### config.mk
export PLATFORM = sky130hd
export DESIGN_NAME = wake_on_radio_timer
export DESIGN_NICKNAME = d
export VERILOG_FILES = /design/src/verilog/wor_pkg.sv /design/src/verilog/rc_tick_divider.sv /design/src/verilog/wake_on_radio_timer.sv
export SDC_FILE = /design/constraint.sdc
export NUM_CORES = 1
export LEC_CHECK = 0
export BUFFER_PORTS_ARGS = -buffer_cell sky130_fd_sc_hd__buf_4
export CORE_MARGIN = 4
export CORE_UTILIZATION = 53
export CTS_CLUSTER_DIAMETER = 200
export DETAILED_ROUTE_END_ITERATION = 8
export GPL_TIMING_DRIVEN = 1
export PLACE_DENSITY = 0.77
export SETUP_SLACK_MARGIN = 0.02
export SLEW_MARGIN = 0
export SYNTH_ARGS = -nofsm -noshare
export SYNTH_HDL_FRONTEND = slang
export SYNTH_SLANG_ARGS = --single-unit
### constraint.sdc
create_clock -name pclk -period 3.76 [get_ports pclk]
set_input_delay 0.564 -clock pclk [delete_from_list [all_inputs] [get_ports pclk]]
set_output_delay 0.564 -clock pclk [all_outputs]
set_load 0.02 [all_outputs]
### src/verilog/wor_pkg.sv
// Constants, field layouts and carrier types of the wake-on-radio sleep timer
package wor_pkg;

  // ***********************************************************************
  // Bus and register map
  // ***********************************************************************
  localparam int ADDR_W = 12;
  localparam logic [9:0] IDX_INTERVAL_HIGH = 10'h01e;
  localparam logic [9:0] IDX_INTERVAL_LOW = 10'h01f;
  localparam logic [9:0] IDX_WAKE_CONTROL = 10'h020;
  localparam logic [9:0] IDX_STATUS = 10'h030;
  localparam logic [1:0] WORD_ALIGN = 2'h0;

  // Reset values
  localparam logic [7:0] RST_INTERVAL_HIGH = 8'h87;
  localparam logic [7:0] RST_INTERVAL_LOW = 8'h6b;
  localparam logic RST_RC_OSC_POWERDOWN = 1'h1;
  localparam logic [2:0] RST_SECOND_DELAY = 3'h7;
  localparam logic RST_CAL_EN = 1'h1;
  localparam logic [1:0] RST_RESOLUTION = 2'h0;

  // Wake control field positions
  localparam int RC_OSC_POWERDOWN_BIT = 7;
  localparam int DLY_MSB = 6;
  localparam int DLY_LSB = 4;
  localparam int CAL_EN_BIT = 3;
  localparam int RES_MSB = 1;
  localparam int RES_LSB = 0;

  // Status field positions
  localparam int ST_CAL_BUSY = 0;
  localparam int ST_RUNNING = 1;
  localparam int ST_DELAY = 2;

  // ***********************************************************************
  // Timing
  // ***********************************************************************
  localparam int XTAL_PER_RC = 750;
  localparam int CAL_RC_PERIODS = 16;

  // Second-event delay in RC periods, code 7 in the top slot
  localparam logic [7:0][5:0] DELAY_TABLE = {6'h30, 6'h20, 6'h18, 6'h10, 6'h0c, 6'h08, 6'h06, 6'h04};
  // Last prescaler value per resolution code: 1, 32, 1024, 32768 periods
  localparam logic [3:0][14:0] RES_LAST = {15'h7fff, 15'h03ff, 15'h001f, 15'h0000};

  // ***********************************************************************
  // Types
  // ***********************************************************************
  typedef enum logic [1:0] {
    TMR_IDLE = 2'h0,
    TMR_COUNT = 2'h1,
    TMR_DELAY = 2'h3
  } tmr_e;

  typedef struct packed {
    logic [ADDR_W-1:0] paddr;
    logic pwrite;
    logic [31:0] pwdata;
    logic psel;
    logic penable;
  } apb_req_s;

  typedef struct packed {
    logic [31:0] prdata;
    logic pready;
    logic pslverr;
  } apb_rsp_s;

  typedef struct packed {
    logic wake_event;
    logic second_event;
    logic rc_osc_powerdown;
    logic cal_busy;
  } events_s;

  typedef struct packed {
    apb_rsp_s rsp;
    events_s ev;
    logic [7:0] interval_high;
    logic [7:0] interval_low;
    logic rc_osc_powerdown;
    logic [2:0] second_event_delay;
    logic rc_osc_cal_enable;
    logic [1:0] wake_timer_resolution;
    tmr_e tmr;
    logic [7:0] cal_cnt;
    logic [14:0] pre_cnt;
    logic [15:0] wake_cnt;
    logic [5:0] dly_cnt;
  } wor_state_s;

endpackage : wor_pkg

### src/verilog/rc_tick_divider.sv
// Divider that turns the crystal-rate clock into the RC oscillator tick enable
module rc_tick_divider #(
  parameter int DIV = 750
) (
  // Clock and reset
  input wire logic pclk,
  input wire logic presetn,
  // Control and tick
  input wire logic run,
  output logic tick
);

  localparam int CW = $clog2(DIV);
  localparam logic [CW-1:0] LAST = CW'(DIV - 1);

  // Counter and its registered tick flag
  typedef struct packed {
    logic [CW-1:0] cnt;
    logic tick;
  } div_state_s;

  div_state_s div_q;
  div_state_s div_d;

  // ***********************************************************************
  // Counter
  // ***********************************************************************
  // Held at zero while stopped so the first tick comes a full period later
  always_comb begin
    div_d = div_q;
    if (!run) begin
      div_d.cnt = '0;
      div_d.tick = 1'b0;
    end else begin
      div_d.tick = (div_q.cnt == LAST);
      div_d.cnt = (div_q.cnt == LAST) ? '0 : div_q.cnt + CW'(1);
    end
  end

  // Register the copy
  always_ff @(posedge pclk or negedge presetn) begin
    if (!presetn) begin
      div_q <= '0;
    end else begin
      div_q <= div_d;
    end
  end

  assign tick = div_q.tick;

endmodule : rc_tick_divider

### src/verilog/wake_on_radio_timer.sv
// Wake-on-radio sleep timer with its APB register file
module wake_on_radio_timer #(
  parameter int XTAL_DIV = wor_pkg::XTAL_PER_RC,
  parameter int CAL_PERIODS = wor_pkg::CAL_RC_PERIODS
) (
  // Clock and reset
  input wire logic pclk,
  input wire logic presetn,
  // APB slave
  input wire logic [wor_pkg::ADDR_W-1:0] paddr,
  input wire logic psel,
  input wire logic penable,
  input wire logic pwrite,
  input wire logic [31:0] pwdata,
  output logic [31:0] prdata,
  output logic pready,
  output logic pslverr,
  // Timer events and oscillator control
  output wor_pkg::events_s events
);

  // Whole state and its next value
  wor_pkg::wor_state_s q;
  wor_pkg::wor_state_s d;
  // Bus bundle and its decode
  wor_pkg::apb_req_s req;
  logic [9:0] index;
  logic aligned;
  // Tick enable and count limits
  logic rc_tick;
  logic [15:0] interval;
  logic [15:0] interval_last;

  // ***********************************************************************
  // Request carrier
  // ***********************************************************************
  // Keeps the next-state logic free of loose pin names
  // Gather the bus pins into one bundle
  always_comb begin
    req.paddr = paddr;
    req.pwrite = pwrite;
    req.pwdata = pwdata;
    req.psel = psel;
    req.penable = penable;
  end

  assign index = req.paddr[wor_pkg::ADDR_W-1:2];
  assign aligned = (req.paddr[1:0] == wor_pkg::WORD_ALIGN);
  assign interval = {q.interval_high, q.interval_low};
  // A zero count behaves as one step, so the timer never stalls
  // Trade-off: counts 0 and 1 give the same period
  assign interval_last = (interval == 16'h0000) ? 16'h0000 : interval - 16'h0001;

  // ***********************************************************************
  // RC oscillator tick
  // ***********************************************************************
  // One enable at crystal rate over XTAL_DIV; no second clock domain
  // Divider restarts on power-up, so the first tick is a full period out
  // tick runs only while powered up
  rc_tick_divider #(
    .DIV(XTAL_DIV)
  ) i_rc_tick_divider (
    .pclk(pclk),
    .presetn(presetn),
    .run(!q.rc_osc_powerdown),
    .tick(rc_tick)
  );

  // ***********************************************************************
  // Next state
  // ***********************************************************************
  // Bus, calibration and timer all in one pass
  // One pass keeps bus writes and timer updates in step
  // Order: readback, write decode, calibration, then the timer
  always_comb begin
    logic [7:0] ctrl_rd;
    logic [7:0] stat_rd;
    logic mapped;
    logic wr;
    logic cal_start;
    d = q;
    ctrl_rd = 8'h00;
    stat_rd = 8'h00;
    mapped = 1'b0;
    wr = 1'b0;
    cal_start = 1'b0;
    d.rsp.pready = 1'b0;
    d.rsp.pslverr = 1'b0;
    d.ev.wake_event = 1'b0;
    d.ev.second_event = 1'b0;

    // *******************************************************************
    // Register access
    // *******************************************************************
    // Readback images; control bit 2 reads zero
    ctrl_rd[wor_pkg::RC_OSC_POWERDOWN_BIT] = q.rc_osc_powerdown;
    ctrl_rd[wor_pkg::DLY_MSB:wor_pkg::DLY_LSB] = q.second_event_delay;
    ctrl_rd[wor_pkg::CAL_EN_BIT] = q.rc_osc_cal_enable;
    ctrl_rd[wor_pkg::RES_MSB:wor_pkg::RES_LSB] = q.wake_timer_resolution;
    stat_rd[wor_pkg::ST_CAL_BUSY] = q.ev.cal_busy;
    stat_rd[wor_pkg::ST_RUNNING] = (q.tmr != wor_pkg::TMR_IDLE);
    stat_rd[wor_pkg::ST_DELAY] = (q.tmr == wor_pkg::TMR_DELAY);

    // Setup phase: decode and latch read data, answer in the access cycle
    // Every access takes exactly one wait-free access cycle
    if (req.psel && !req.penable) begin
      d.rsp.pready = 1'b1;
      d.rsp.prdata = 32'h0000_0000;
      if (aligned) begin
        unique case (index)
          wor_pkg::IDX_INTERVAL_HIGH: begin
            mapped = 1'b1;
            d.rsp.prdata[7:0] = q.interval_high;
          end
          wor_pkg::IDX_INTERVAL_LOW: begin
            mapped = 1'b1;
            d.rsp.prdata[7:0] = q.interval_low;
          end
          wor_pkg::IDX_WAKE_CONTROL: begin
            mapped = 1'b1;
            d.rsp.prdata[7:0] = ctrl_rd;
          end
          wor_pkg::IDX_STATUS: begin
            mapped = 1'b1;
            // Live view; reading it clears nothing
            d.rsp.prdata[7:0] = stat_rd;
          end
          default: begin
            mapped = 1'b0;
          end
        endcase
      end
      // Unmapped, misaligned, or a write to the read-only status word
      d.rsp.pslverr = !mapped || (req.pwrite && index == wor_pkg::IDX_STATUS);
    end

    // Error flag is settled from the setup cycle, so a refused write never lands
    // Writes land on the edge that completes the access phase
    // wr is dropped again below for writes that decode to nothing
    wr = req.psel && req.penable && req.pwrite && q.rsp.pready && !q.rsp.pslverr;
    if (wr) begin
      unique case (index)
        wor_pkg::IDX_INTERVAL_HIGH: begin
          d.interval_high = req.pwdata[7:0];
        end
        wor_pkg::IDX_INTERVAL_LOW: begin
          d.interval_low = req.pwdata[7:0];
        end
        wor_pkg::IDX_WAKE_CONTROL: begin
          d.rc_osc_powerdown = req.pwdata[wor_pkg::RC_OSC_POWERDOWN_BIT];
          d.second_event_delay = req.pwdata[wor_pkg::DLY_MSB:wor_pkg::DLY_LSB];
          d.rc_osc_cal_enable = req.pwdata[wor_pkg::CAL_EN_BIT];
          d.wake_timer_resolution = req.pwdata[wor_pkg::RES_MSB:wor_pkg::RES_LSB];
          // Only a real 1-to-0 change of the bit starts it, not a rewrite of 0
          // power-up kicks calibration
          cal_start = q.rc_osc_powerdown && !req.pwdata[wor_pkg::RC_OSC_POWERDOWN_BIT]
                      && req.pwdata[wor_pkg::CAL_EN_BIT];
        end
        default: begin
          // Refused by the error flag already
          wr = 1'b0;
        end
      endcase
    end

    // *******************************************************************
    // Calibration
    // *******************************************************************
    // Calibration runs a fixed number of RC periods; clearing enable aborts it
    // Abort looks at next-value bits, so a clearing write stops it at once
    // Start wins over abort when both fall in one cycle
    if (cal_start) begin
      d.ev.cal_busy = 1'b1;
      d.cal_cnt = 8'h00;
    end else if (q.ev.cal_busy) begin
      if (!d.rc_osc_cal_enable || d.rc_osc_powerdown) begin
        d.ev.cal_busy = 1'b0;
      end else if (rc_tick) begin
        if (q.cal_cnt == 8'(CAL_PERIODS - 1)) begin
          d.ev.cal_busy = 1'b0;
        end else begin
          d.cal_cnt = q.cal_cnt + 8'h01;
        end
      end
    end
    d.ev.rc_osc_powerdown = d.rc_osc_powerdown;

    // *******************************************************************
    // Wake timer
    // *******************************************************************
    // Events are single-cycle pulses, cleared at the top of the pass
    // Changing resolution or count mid-interval is safe: the compares use >=
    // Wake timer: held idle while powered down or calibrating
    if (d.rc_osc_powerdown || d.ev.cal_busy) begin
      d.tmr = wor_pkg::TMR_IDLE;
      d.pre_cnt = 15'h0000;
      d.wake_cnt = 16'h0000;
      d.dly_cnt = 6'h00;
    end else begin
      unique case (q.tmr)
        wor_pkg::TMR_IDLE: begin
          // One cycle in idle clears the counters before counting resumes
          d.tmr = wor_pkg::TMR_COUNT;
          d.pre_cnt = 15'h0000;
          d.wake_cnt = 16'h0000;
        end
        wor_pkg::TMR_COUNT, wor_pkg::TMR_DELAY: begin
          if (rc_tick) begin
            // step of 1, 32, 1024 or 32768 periods
            // code 3 gives the coarsest 32768-period step
            if (q.pre_cnt >= wor_pkg::RES_LAST[q.wake_timer_resolution]) begin
              d.pre_cnt = 15'h0000;
              if (q.wake_cnt >= interval_last) begin
                d.wake_cnt = 16'h0000;
                d.ev.wake_event = 1'b1;
                d.tmr = wor_pkg::TMR_DELAY;
                d.dly_cnt = 6'h01;
              end else begin
                d.wake_cnt = q.wake_cnt + 16'h0001;
              end
            end else begin
              d.pre_cnt = q.pre_cnt + 15'h0001;
            end
            // A wake that comes before the second event restarts the delay
            // second event after table delay
            if (q.tmr == wor_pkg::TMR_DELAY && !d.ev.wake_event) begin
              if (q.dly_cnt >= wor_pkg::DELAY_TABLE[q.second_event_delay]) begin
                d.ev.second_event = 1'b1;
                d.tmr = wor_pkg::TMR_COUNT;
              end else begin
                d.dly_cnt = q.dly_cnt + 6'h01;
              end
            end
          end
        end
        default: begin
          // Unused code 2 falls back to idle
          d.tmr = wor_pkg::TMR_IDLE;
        end
      endcase
    end
  end

  // ***********************************************************************
  // State register
  // ***********************************************************************
  // Reset values put the oscillator down with calibration armed
  // Asynchronous reset assigns constants only
  // Every field named, so no state is left to a default
  always_ff @(posedge pclk or negedge presetn) begin
    if (!presetn) begin
      // Bus answer and events quiet
      q.rsp.prdata <= 32'h0000_0000;
      q.rsp.pready <= 1'b0;
      q.rsp.pslverr <= 1'b0;
      q.ev.wake_event <= 1'b0;
      q.ev.second_event <= 1'b0;
      q.ev.cal_busy <= 1'b0;
      // Counters cleared
      q.cal_cnt <= 8'h00;
      q.pre_cnt <= 15'h0000;
      q.wake_cnt <= 16'h0000;
      q.dly_cnt <= 6'h00;
      q.interval_low <= wor_pkg::RST_INTERVAL_LOW;
      q.interval_high <= wor_pkg::RST_INTERVAL_HIGH;
      q.rc_osc_powerdown <= wor_pkg::RST_RC_OSC_POWERDOWN;
      q.ev.rc_osc_powerdown <= wor_pkg::RST_RC_OSC_POWERDOWN;
      q.second_event_delay <= wor_pkg::RST_SECOND_DELAY;
      q.rc_osc_cal_enable <= wor_pkg::RST_CAL_EN;
      q.wake_timer_resolution <= wor_pkg::RST_RESOLUTION;
      q.tmr <= wor_pkg::TMR_IDLE;
    end else begin
      q <= d;
    end
  end

  // ***********************************************************************
  // Outputs
  // ***********************************************************************
  // All straight from the state register
  // Registered answer keeps prdata steady through the access cycle
  // No output passes through logic after the flops
  assign prdata = q.rsp.prdata;
  assign pready = q.rsp.pready;
  assign pslverr = q.rsp.pslverr;
  assign events = q.ev;

endmodule : wake_on_radio_timer

---- After elaboration in Yosys (flattened, before gate mapping) ----
Memory sizes are Yosys's and may differ from the RTL's.
Index checks and enable logic that the tools add are counted.
storage, ports and cells
  memories ................................ 1
  register bits after elaboration ......... 94
  output and inout port bits .............. 38
  input bits .............................. 49
  memory bits (read-only) ................. 48
  RAM bits ................................ 0
  logic and storage cells ................. 132
  latch bits .............................. 0
operators by class
  bitwise logic cells ..................... 0
  shift operators ......................... 0
  reductions and logical operators ........ 36
  divide/modulo/power cells ............... 0
  order comparisons ....................... 5
  mux-type cells .......................... 53
  $mul .................................... 0
  add/sub/neg operators ................... 6
  eq/ne operators ......................... 12
memory list
  name             words  bits a word  read ports  clocked after memory_dff  wr ports  RTL line                    RTL
  (no name shown)  8      6            1           0                         0         wake_on_radio_timer.sv:227  if (q.dly_cnt >= wor_pkg::DELAY_TABLE[q.second_event_delay]) begin
operators by type and width
  operator                                                               number
  37-bit 2-to-1 mux                                                      2
  31-bit one-hot mux with 2 select lines                                 1
  8-bit 2-to-1 mux                                                       6
  16-bit 2-to-1 mux                                                      2
  8-bit one-hot mux with 4 select lines                                  1
  15-bit binary-select mux with 2-bit select                             1
  15-bit 2-to-1 mux                                                      2
  6-bit 2-to-1 mux                                                       5
  22-bit 2-to-1 mux                                                      1
  10-bit by 5-bit == test with 1-bit output (second input constant)      2
  10-bit by 6-bit == test with 1-bit output (second input constant)      2
  2-bit 2-to-1 mux                                                       10
  1-bit 2-to-1 mux                                                       17
  16-bit by 1-bit adder with 16-bit output (second input constant)       1
  16-bit >= comparator                                                   1
  16-bit logical NOT                                                     1
  16-bit by 1-bit subtractor with 16-bit output (second input constant)  1
  15-bit by 1-bit adder with 15-bit output (second input constant)       1
  15-bit >= comparator                                                   1
  7-bit 2-to-1 mux                                                       2
  11-bit 2-to-1 mux                                                      1
  10-bit by 1-bit adder with 10-bit output (second input constant)       1
  10-bit == test (second input constant)                                 1
  10-bit 2-to-1 mux                                                      1
  23 further kinds                                                       48

---- Logic depth before layout (Yosys ltp) ----
  depth in word-level cells ............... 18
  depth in mapped cells ................... 15
  mapped depth without buffers ............ 14

---- Modules after synthesis ----
A second synthesis with hierarchy kept.
unflattened totals
  cells, all modules ...................... 688
  area, all modules ....................... 6324.8 um^2
modules (own cells, without submodules)
  module               cells an instance  area each (um^2)  sequential area each (um^2)  times used
  wake_on_radio_timer  635                5788.1            2094.5                       1
  rc_tick_divider      53                 536.8             275.3                        1

---- Worst setup path before layout ----
No wires, ideal clock.
  kind .................................... reg2reg
  start ................................... register q (netlist bit interval[4])
  end ..................................... register q[17] in the netlist's numbering
  stages on the path, launching flop included .. 15
  setup slack ............................. 145 ps
  path buffers ............................ 1
  data required time ...................... 3668 ps
  data arrival time ....................... 3523 ps
  clock period less this slack ............ 3615 ps
  library setup time ...................... 92 ps
  cells stage by stage .................... dfrtp_1 or4_1 nor3_1 nand2_1 nor3_1 xor2_1 nand2_1 ha_1 a21o_1 a21oi_1 o2111ai_1 a211oi_2 clkbuf_1 a32oi_1 o31ai_2
between the ends
  longest elaborated chain between the ends .. 8
  elaborated cells on any way between the ends .. 9
  those cells by class .................... add/sub: 1; order compare: 1; mux: 6; reduce/logical: 1
ends and longest elaborated chain
  element                                                                              RTL line                    RTL
  start, declared                                                                      wake_on_radio_timer.sv:23   wor_pkg::wor_state_s q;
  16-bit by 1-bit subtractor with 16-bit output or 16-bit logical NOT (tied branches)  wake_on_radio_timer.sv:52   assign interval_last = (interval == 16'h0000) ? 16'h0000 : interval - 16'h0001;
  16-bit 2-to-1 mux (*)                                                                wake_on_radio_timer.sv:52
  16-bit >= comparator (*)                                                             wake_on_radio_timer.sv:213  if (q.wake_cnt >= interval_last) begin
  16-bit 2-to-1 mux (*)                                                                wake_on_radio_timer.sv:213
  22-bit 2-to-1 mux (*)                                                                wake_on_radio_timer.sv:211  if (q.pre_cnt >= wor_pkg::RES_LAST[q.wake_timer_resolution]) begin
  37-bit 2-to-1 mux (*)                                                                wake_on_radio_timer.sv:208  if (rc_tick) begin
  31-bit one-hot mux with 2 select lines (*)                                           wake_on_radio_timer.sv:200  unique case (q.tmr)
  37-bit 2-to-1 mux (*)                                                                wake_on_radio_timer.sv:194  if (d.rc_osc_powerdown || d.ev.cal_busy) begin
Mark *: on every way between the ends. The rest lies on a longest branch, timed or not. The select of a mux whose other input is x is not followed.
A chain may end at the register's enable or synchronous reset.

---- Final worst setup path ----
  start ................................... register q (netlist bit interval[5])
  end ..................................... register q[19] in the netlist's numbering
Same word-level chain as after synthesis.

==> impl_metrics.tcl <==
set metrics [dict create \
    irDropWorstVdd_v 0.000294 \
    final_net_count 794 \
    core_region_area_sq_um 11500 \
    netlist-cell-type-count 59 \
    p_per_area_nw_per_um2 321 \
    hp-class "in -> async" \
    fin_crit_sh 0.945 \
    maxCapViolations 0 \
    fillers 915 \
    clk_latency_ps 340 \
    pin_count 87 \
    wl_per_cell_um 16.6 \
    grt_pass1_vias 5029 \
    viasPerCell 5.99 \
    synth_flop_cell "dfrtp_1" \
    core.rowCount 39 \
    dieWidth_um 117 \
    reg2regPathDepth 15 \
    routed_wl_mm 14.1 \
    die_y_um 117 \
    slew_headroom 0.439 \
    post-route-cell-area_sq_um 7000 \
    syn-cell-area_sq_um 6300 \
    reg2reg_to "q[19]$_DFFE_PN0P_" \
    drtPass1Iterations 4 \
    final_layout_size_suffix_gt1_frac 0.203 \
    ys_seq_area_frac 0.376 \
    ys_warn_count 0 \
    area.growth.synth_to_final_pct 11.2 \
    final_antenna_net_count 0 \
    required_ps 4020 \
    skew_ps 5.90 \
    power.leakage_nw 3.23 \
    cp_max_fo 15 \
    grt-ovfl-total 0 \
    cts_buffers 9 \
    synth_cells 668 \
    path_class "reg -> reg" \
    path_cells "or4_4, nor3_4, buf_4, nand4b_1, buf_4, nand2_1, ha_1, a21oi_1, o21ai_0, a21oi_1, o2111ai_2, a211oi_4, buf_6, a31oi_1, o22ai_1" \
    synth_area_per_cell_sq_um 9.43 \
    timing.final.ws_setup_ps 205 \
    reg2reg_from "interval[5]$_DFFE_PN1P_" \
    grt_usage 0.218 \
    numPortBuffers 38 \
    arrival_ps 3810 \
    critPathBufInv 3 \
    place_area_sq_um 6570 \
    p_total_mw 2.25 \
    grt_max_degree 69 \
    h-tree-depth 3 \
    drt_iter0_drc 248 \
    antenna_found_initial 0 \
    initial_core_util 0.547 \
    diodes 0 \
    layout_commonest_cell "dfrtp_1" \
    drv_slew 0 \
    status "finished clean" \
    tightest_slew_ps 841 \
    synth_seq_cells 94 \
    clock_path_buffers 2 \
    period_minus_slack_ps 3550 \
    cts_root_buffer "clkbuf_16" \
    path_delay_family "compound AO/OA/AOI/OAI gates" \
    yosys-top-cells-area "dfrtp_1 (32%), ha_1 (8.7%), dfstp_2 (5.8%)" \
    fmax_mhz 281 \
    crit_path_start_kind "flip-flop" \
    drcViolationCount 0 \
    grt_pass1_wl_mm 23.9 \
    finalHoldViolations 0 \
    slowest_stage "or4_4" \
    finalSetupViolCount 0 \
    slowest_delay_ps 570 \
    gp_congestion 0.840 \
    netlist.area_leader.share 0.318 \
    vias 5084 \
    cts_tree "yes" \
    dp_slack_ps 66.0 \
    hold_ws_ps 312 \
    yosysTopAreaCell "dfrtp_1" \
    die_area_sq_um 13700 \
    clk_pin_slew_worst_paths_ps 60 \
    worst-r2r-setup-slack_ps 210 \
    dp_hpwl_mm 10.3 \
    worstSetupEndpointType "flip-flop" \
    layout_common_cells "dfrtp_1 (80), nand2_1 (69), buf_4 (51)" \
    cts_sinks 94 \
    ys_async_sr_fraction 1.00 \
    synth-edff-count 0 \
]
==> synth_stat cells, drive strengths merged, types with 2 or more instances <==
library cell,number
a211oi,3
a21o,7
a21oi,17
a22oi,4
a31oi,9
a32oi,11
and2,14
and3,20
and4,4
buf,45
clkbuf,9
dfrtp,80
dfstp,14
ha,44
inv,20
mux2,27
mux2i,8
nand2,69
nand2b,10
nand3,36
nand4,17
nand4b,2
nor2,47
nor2b,9
nor3,15
nor3b,3
nor4,14
o21a,2
o21ai,26
o22ai,10
o311ai,2
o31ai,9
o41ai,2
or2,4
or3,6
or4,3
xnor2,6
xor2,31
==> layout make-up <==
| cell class | instances | area (sq um) | area share |
|---|---|---|---|
| multi-input combinational | 524 | 3650 | 0.522 |
| sequential | 94 | 2370 | 0.338 |
| timing repair buffer | 52 | 394 | 0.0563 |
| clock buffer | 10 | 239 | 0.0341 |
| tap | 143 | 179 | 0.0255 |
| clock inverter | 6 | 93.8 | 0.0134 |
| inverter | 20 | 75.1 | 0.0107 |
==> what timing repair did <==
item                                    4_1_cts  5_1_grt
setup buffers                                 0        1
resized for setup                             0       16
hold buffers                                  0        0
endpoints found under the setup margin        0       20
==> worst reg2reg max path: stages (launching register included) <==
cell,delay [ps]
dfstp_2,390
or4_4,570
nor3_4,160
buf_4,140
nand4b_1,130
buf_4,210
nand2_1,70
ha_1,230
a21oi_1,110
o21ai_0,100
a21oi_1,220
o2111ai_2,210
a211oi_4,370
buf_6,220
a31oi_1,130
o22ai_1,210
==> report_power, final <==
group / internal (mW) / switching [mW] / leakage (nW)
combinational: 0.0627 / 0.106 / 1.85
clock: 0.605 / 0.398 / 0.159
sequential: 1.04 / 0.0355 / 1.21
total: 1.71 / 0.540 / 3.23
==> metal layers <==
| metal | part of all wire | up-vias | track usage |
|---|---|---|---|
| met5 | 0 | - | 0 |
| met4 | 0.025 | 0 | 0.0933 |
| met3 | 0.059 | 25 | 0.0339 |
| met2 | 0.49 | 176 | 0.361 |
| met1 | 0.43 | 2457 | 0.286 |
| li1 | - | 2426 | - |
==> kinds of logic (layout without fill, tap and decap cells) <==
logic type | after synthesis | after routing | share of synthesized area
mux | 35 | 35 | 0.0610
fa+ha+maj | 44 | 44 | 0.0874
buf+inv | 74 | 88 | 0.0709
flops | 94 | 94 | 0.376
other cells | 1 | 24 | 0.000595
simple gates | 274 | 275 | 0.229
compound gates | 109 | 109 | 0.124
xor+xnor | 37 | 37 | 0.0515
==> worst max path at each step <==
stage / startpoint / end / slack, ps / cells after the start
after floorplan: interval[4]$_DFFE_PN0P_ / q[17]$_DFFE_PN0P_ / 140 / 14
final: interval[5]$_DFFE_PN1P_ / q[19]$_DFFE_PN0P_ / 210 / 15
after global routing: interval[5]$_DFFE_PN1P_ / q[19]$_DFFE_PN0P_ / -10 / 15
after CTS: interval[5]$_DFFE_PN1P_ / q[12]$_DFFE_PN0P_ / 80 / 13
after detailed placement: interval[5]$_DFFE_PN1P_ / q[12]$_DFFE_PN0P_ / 70 / 13
after global placement: interval[5]$_DFFE_PN1P_ / q[8]$_DFFE_PN0P_ / 200 / 13
==> registers in the layout (all words and copies together) (netlist names) <==
register                 count
pslverr                      1
events                       3
i_rc_tick_divider.div_q     10
i_rc_tick_divider.tick       1
prdata                       8
q                           54
interval                    16
pready                       1
==> stage by stage <==
step / instances / TNS, ps / util
5_1_grt: 849 / -13.2 / 0.608
4_1_cts: 847 / 0 / 0.600
6_report: 849 / 0 / 0.608
3_5_place_dp: 831 / 0 / 0.571
2_1_floorplan: 691 / 0 / -
3_3_place_gp: 831 / 0 / 0.571
No activity file was read; power rests on OpenSTA's default activity.
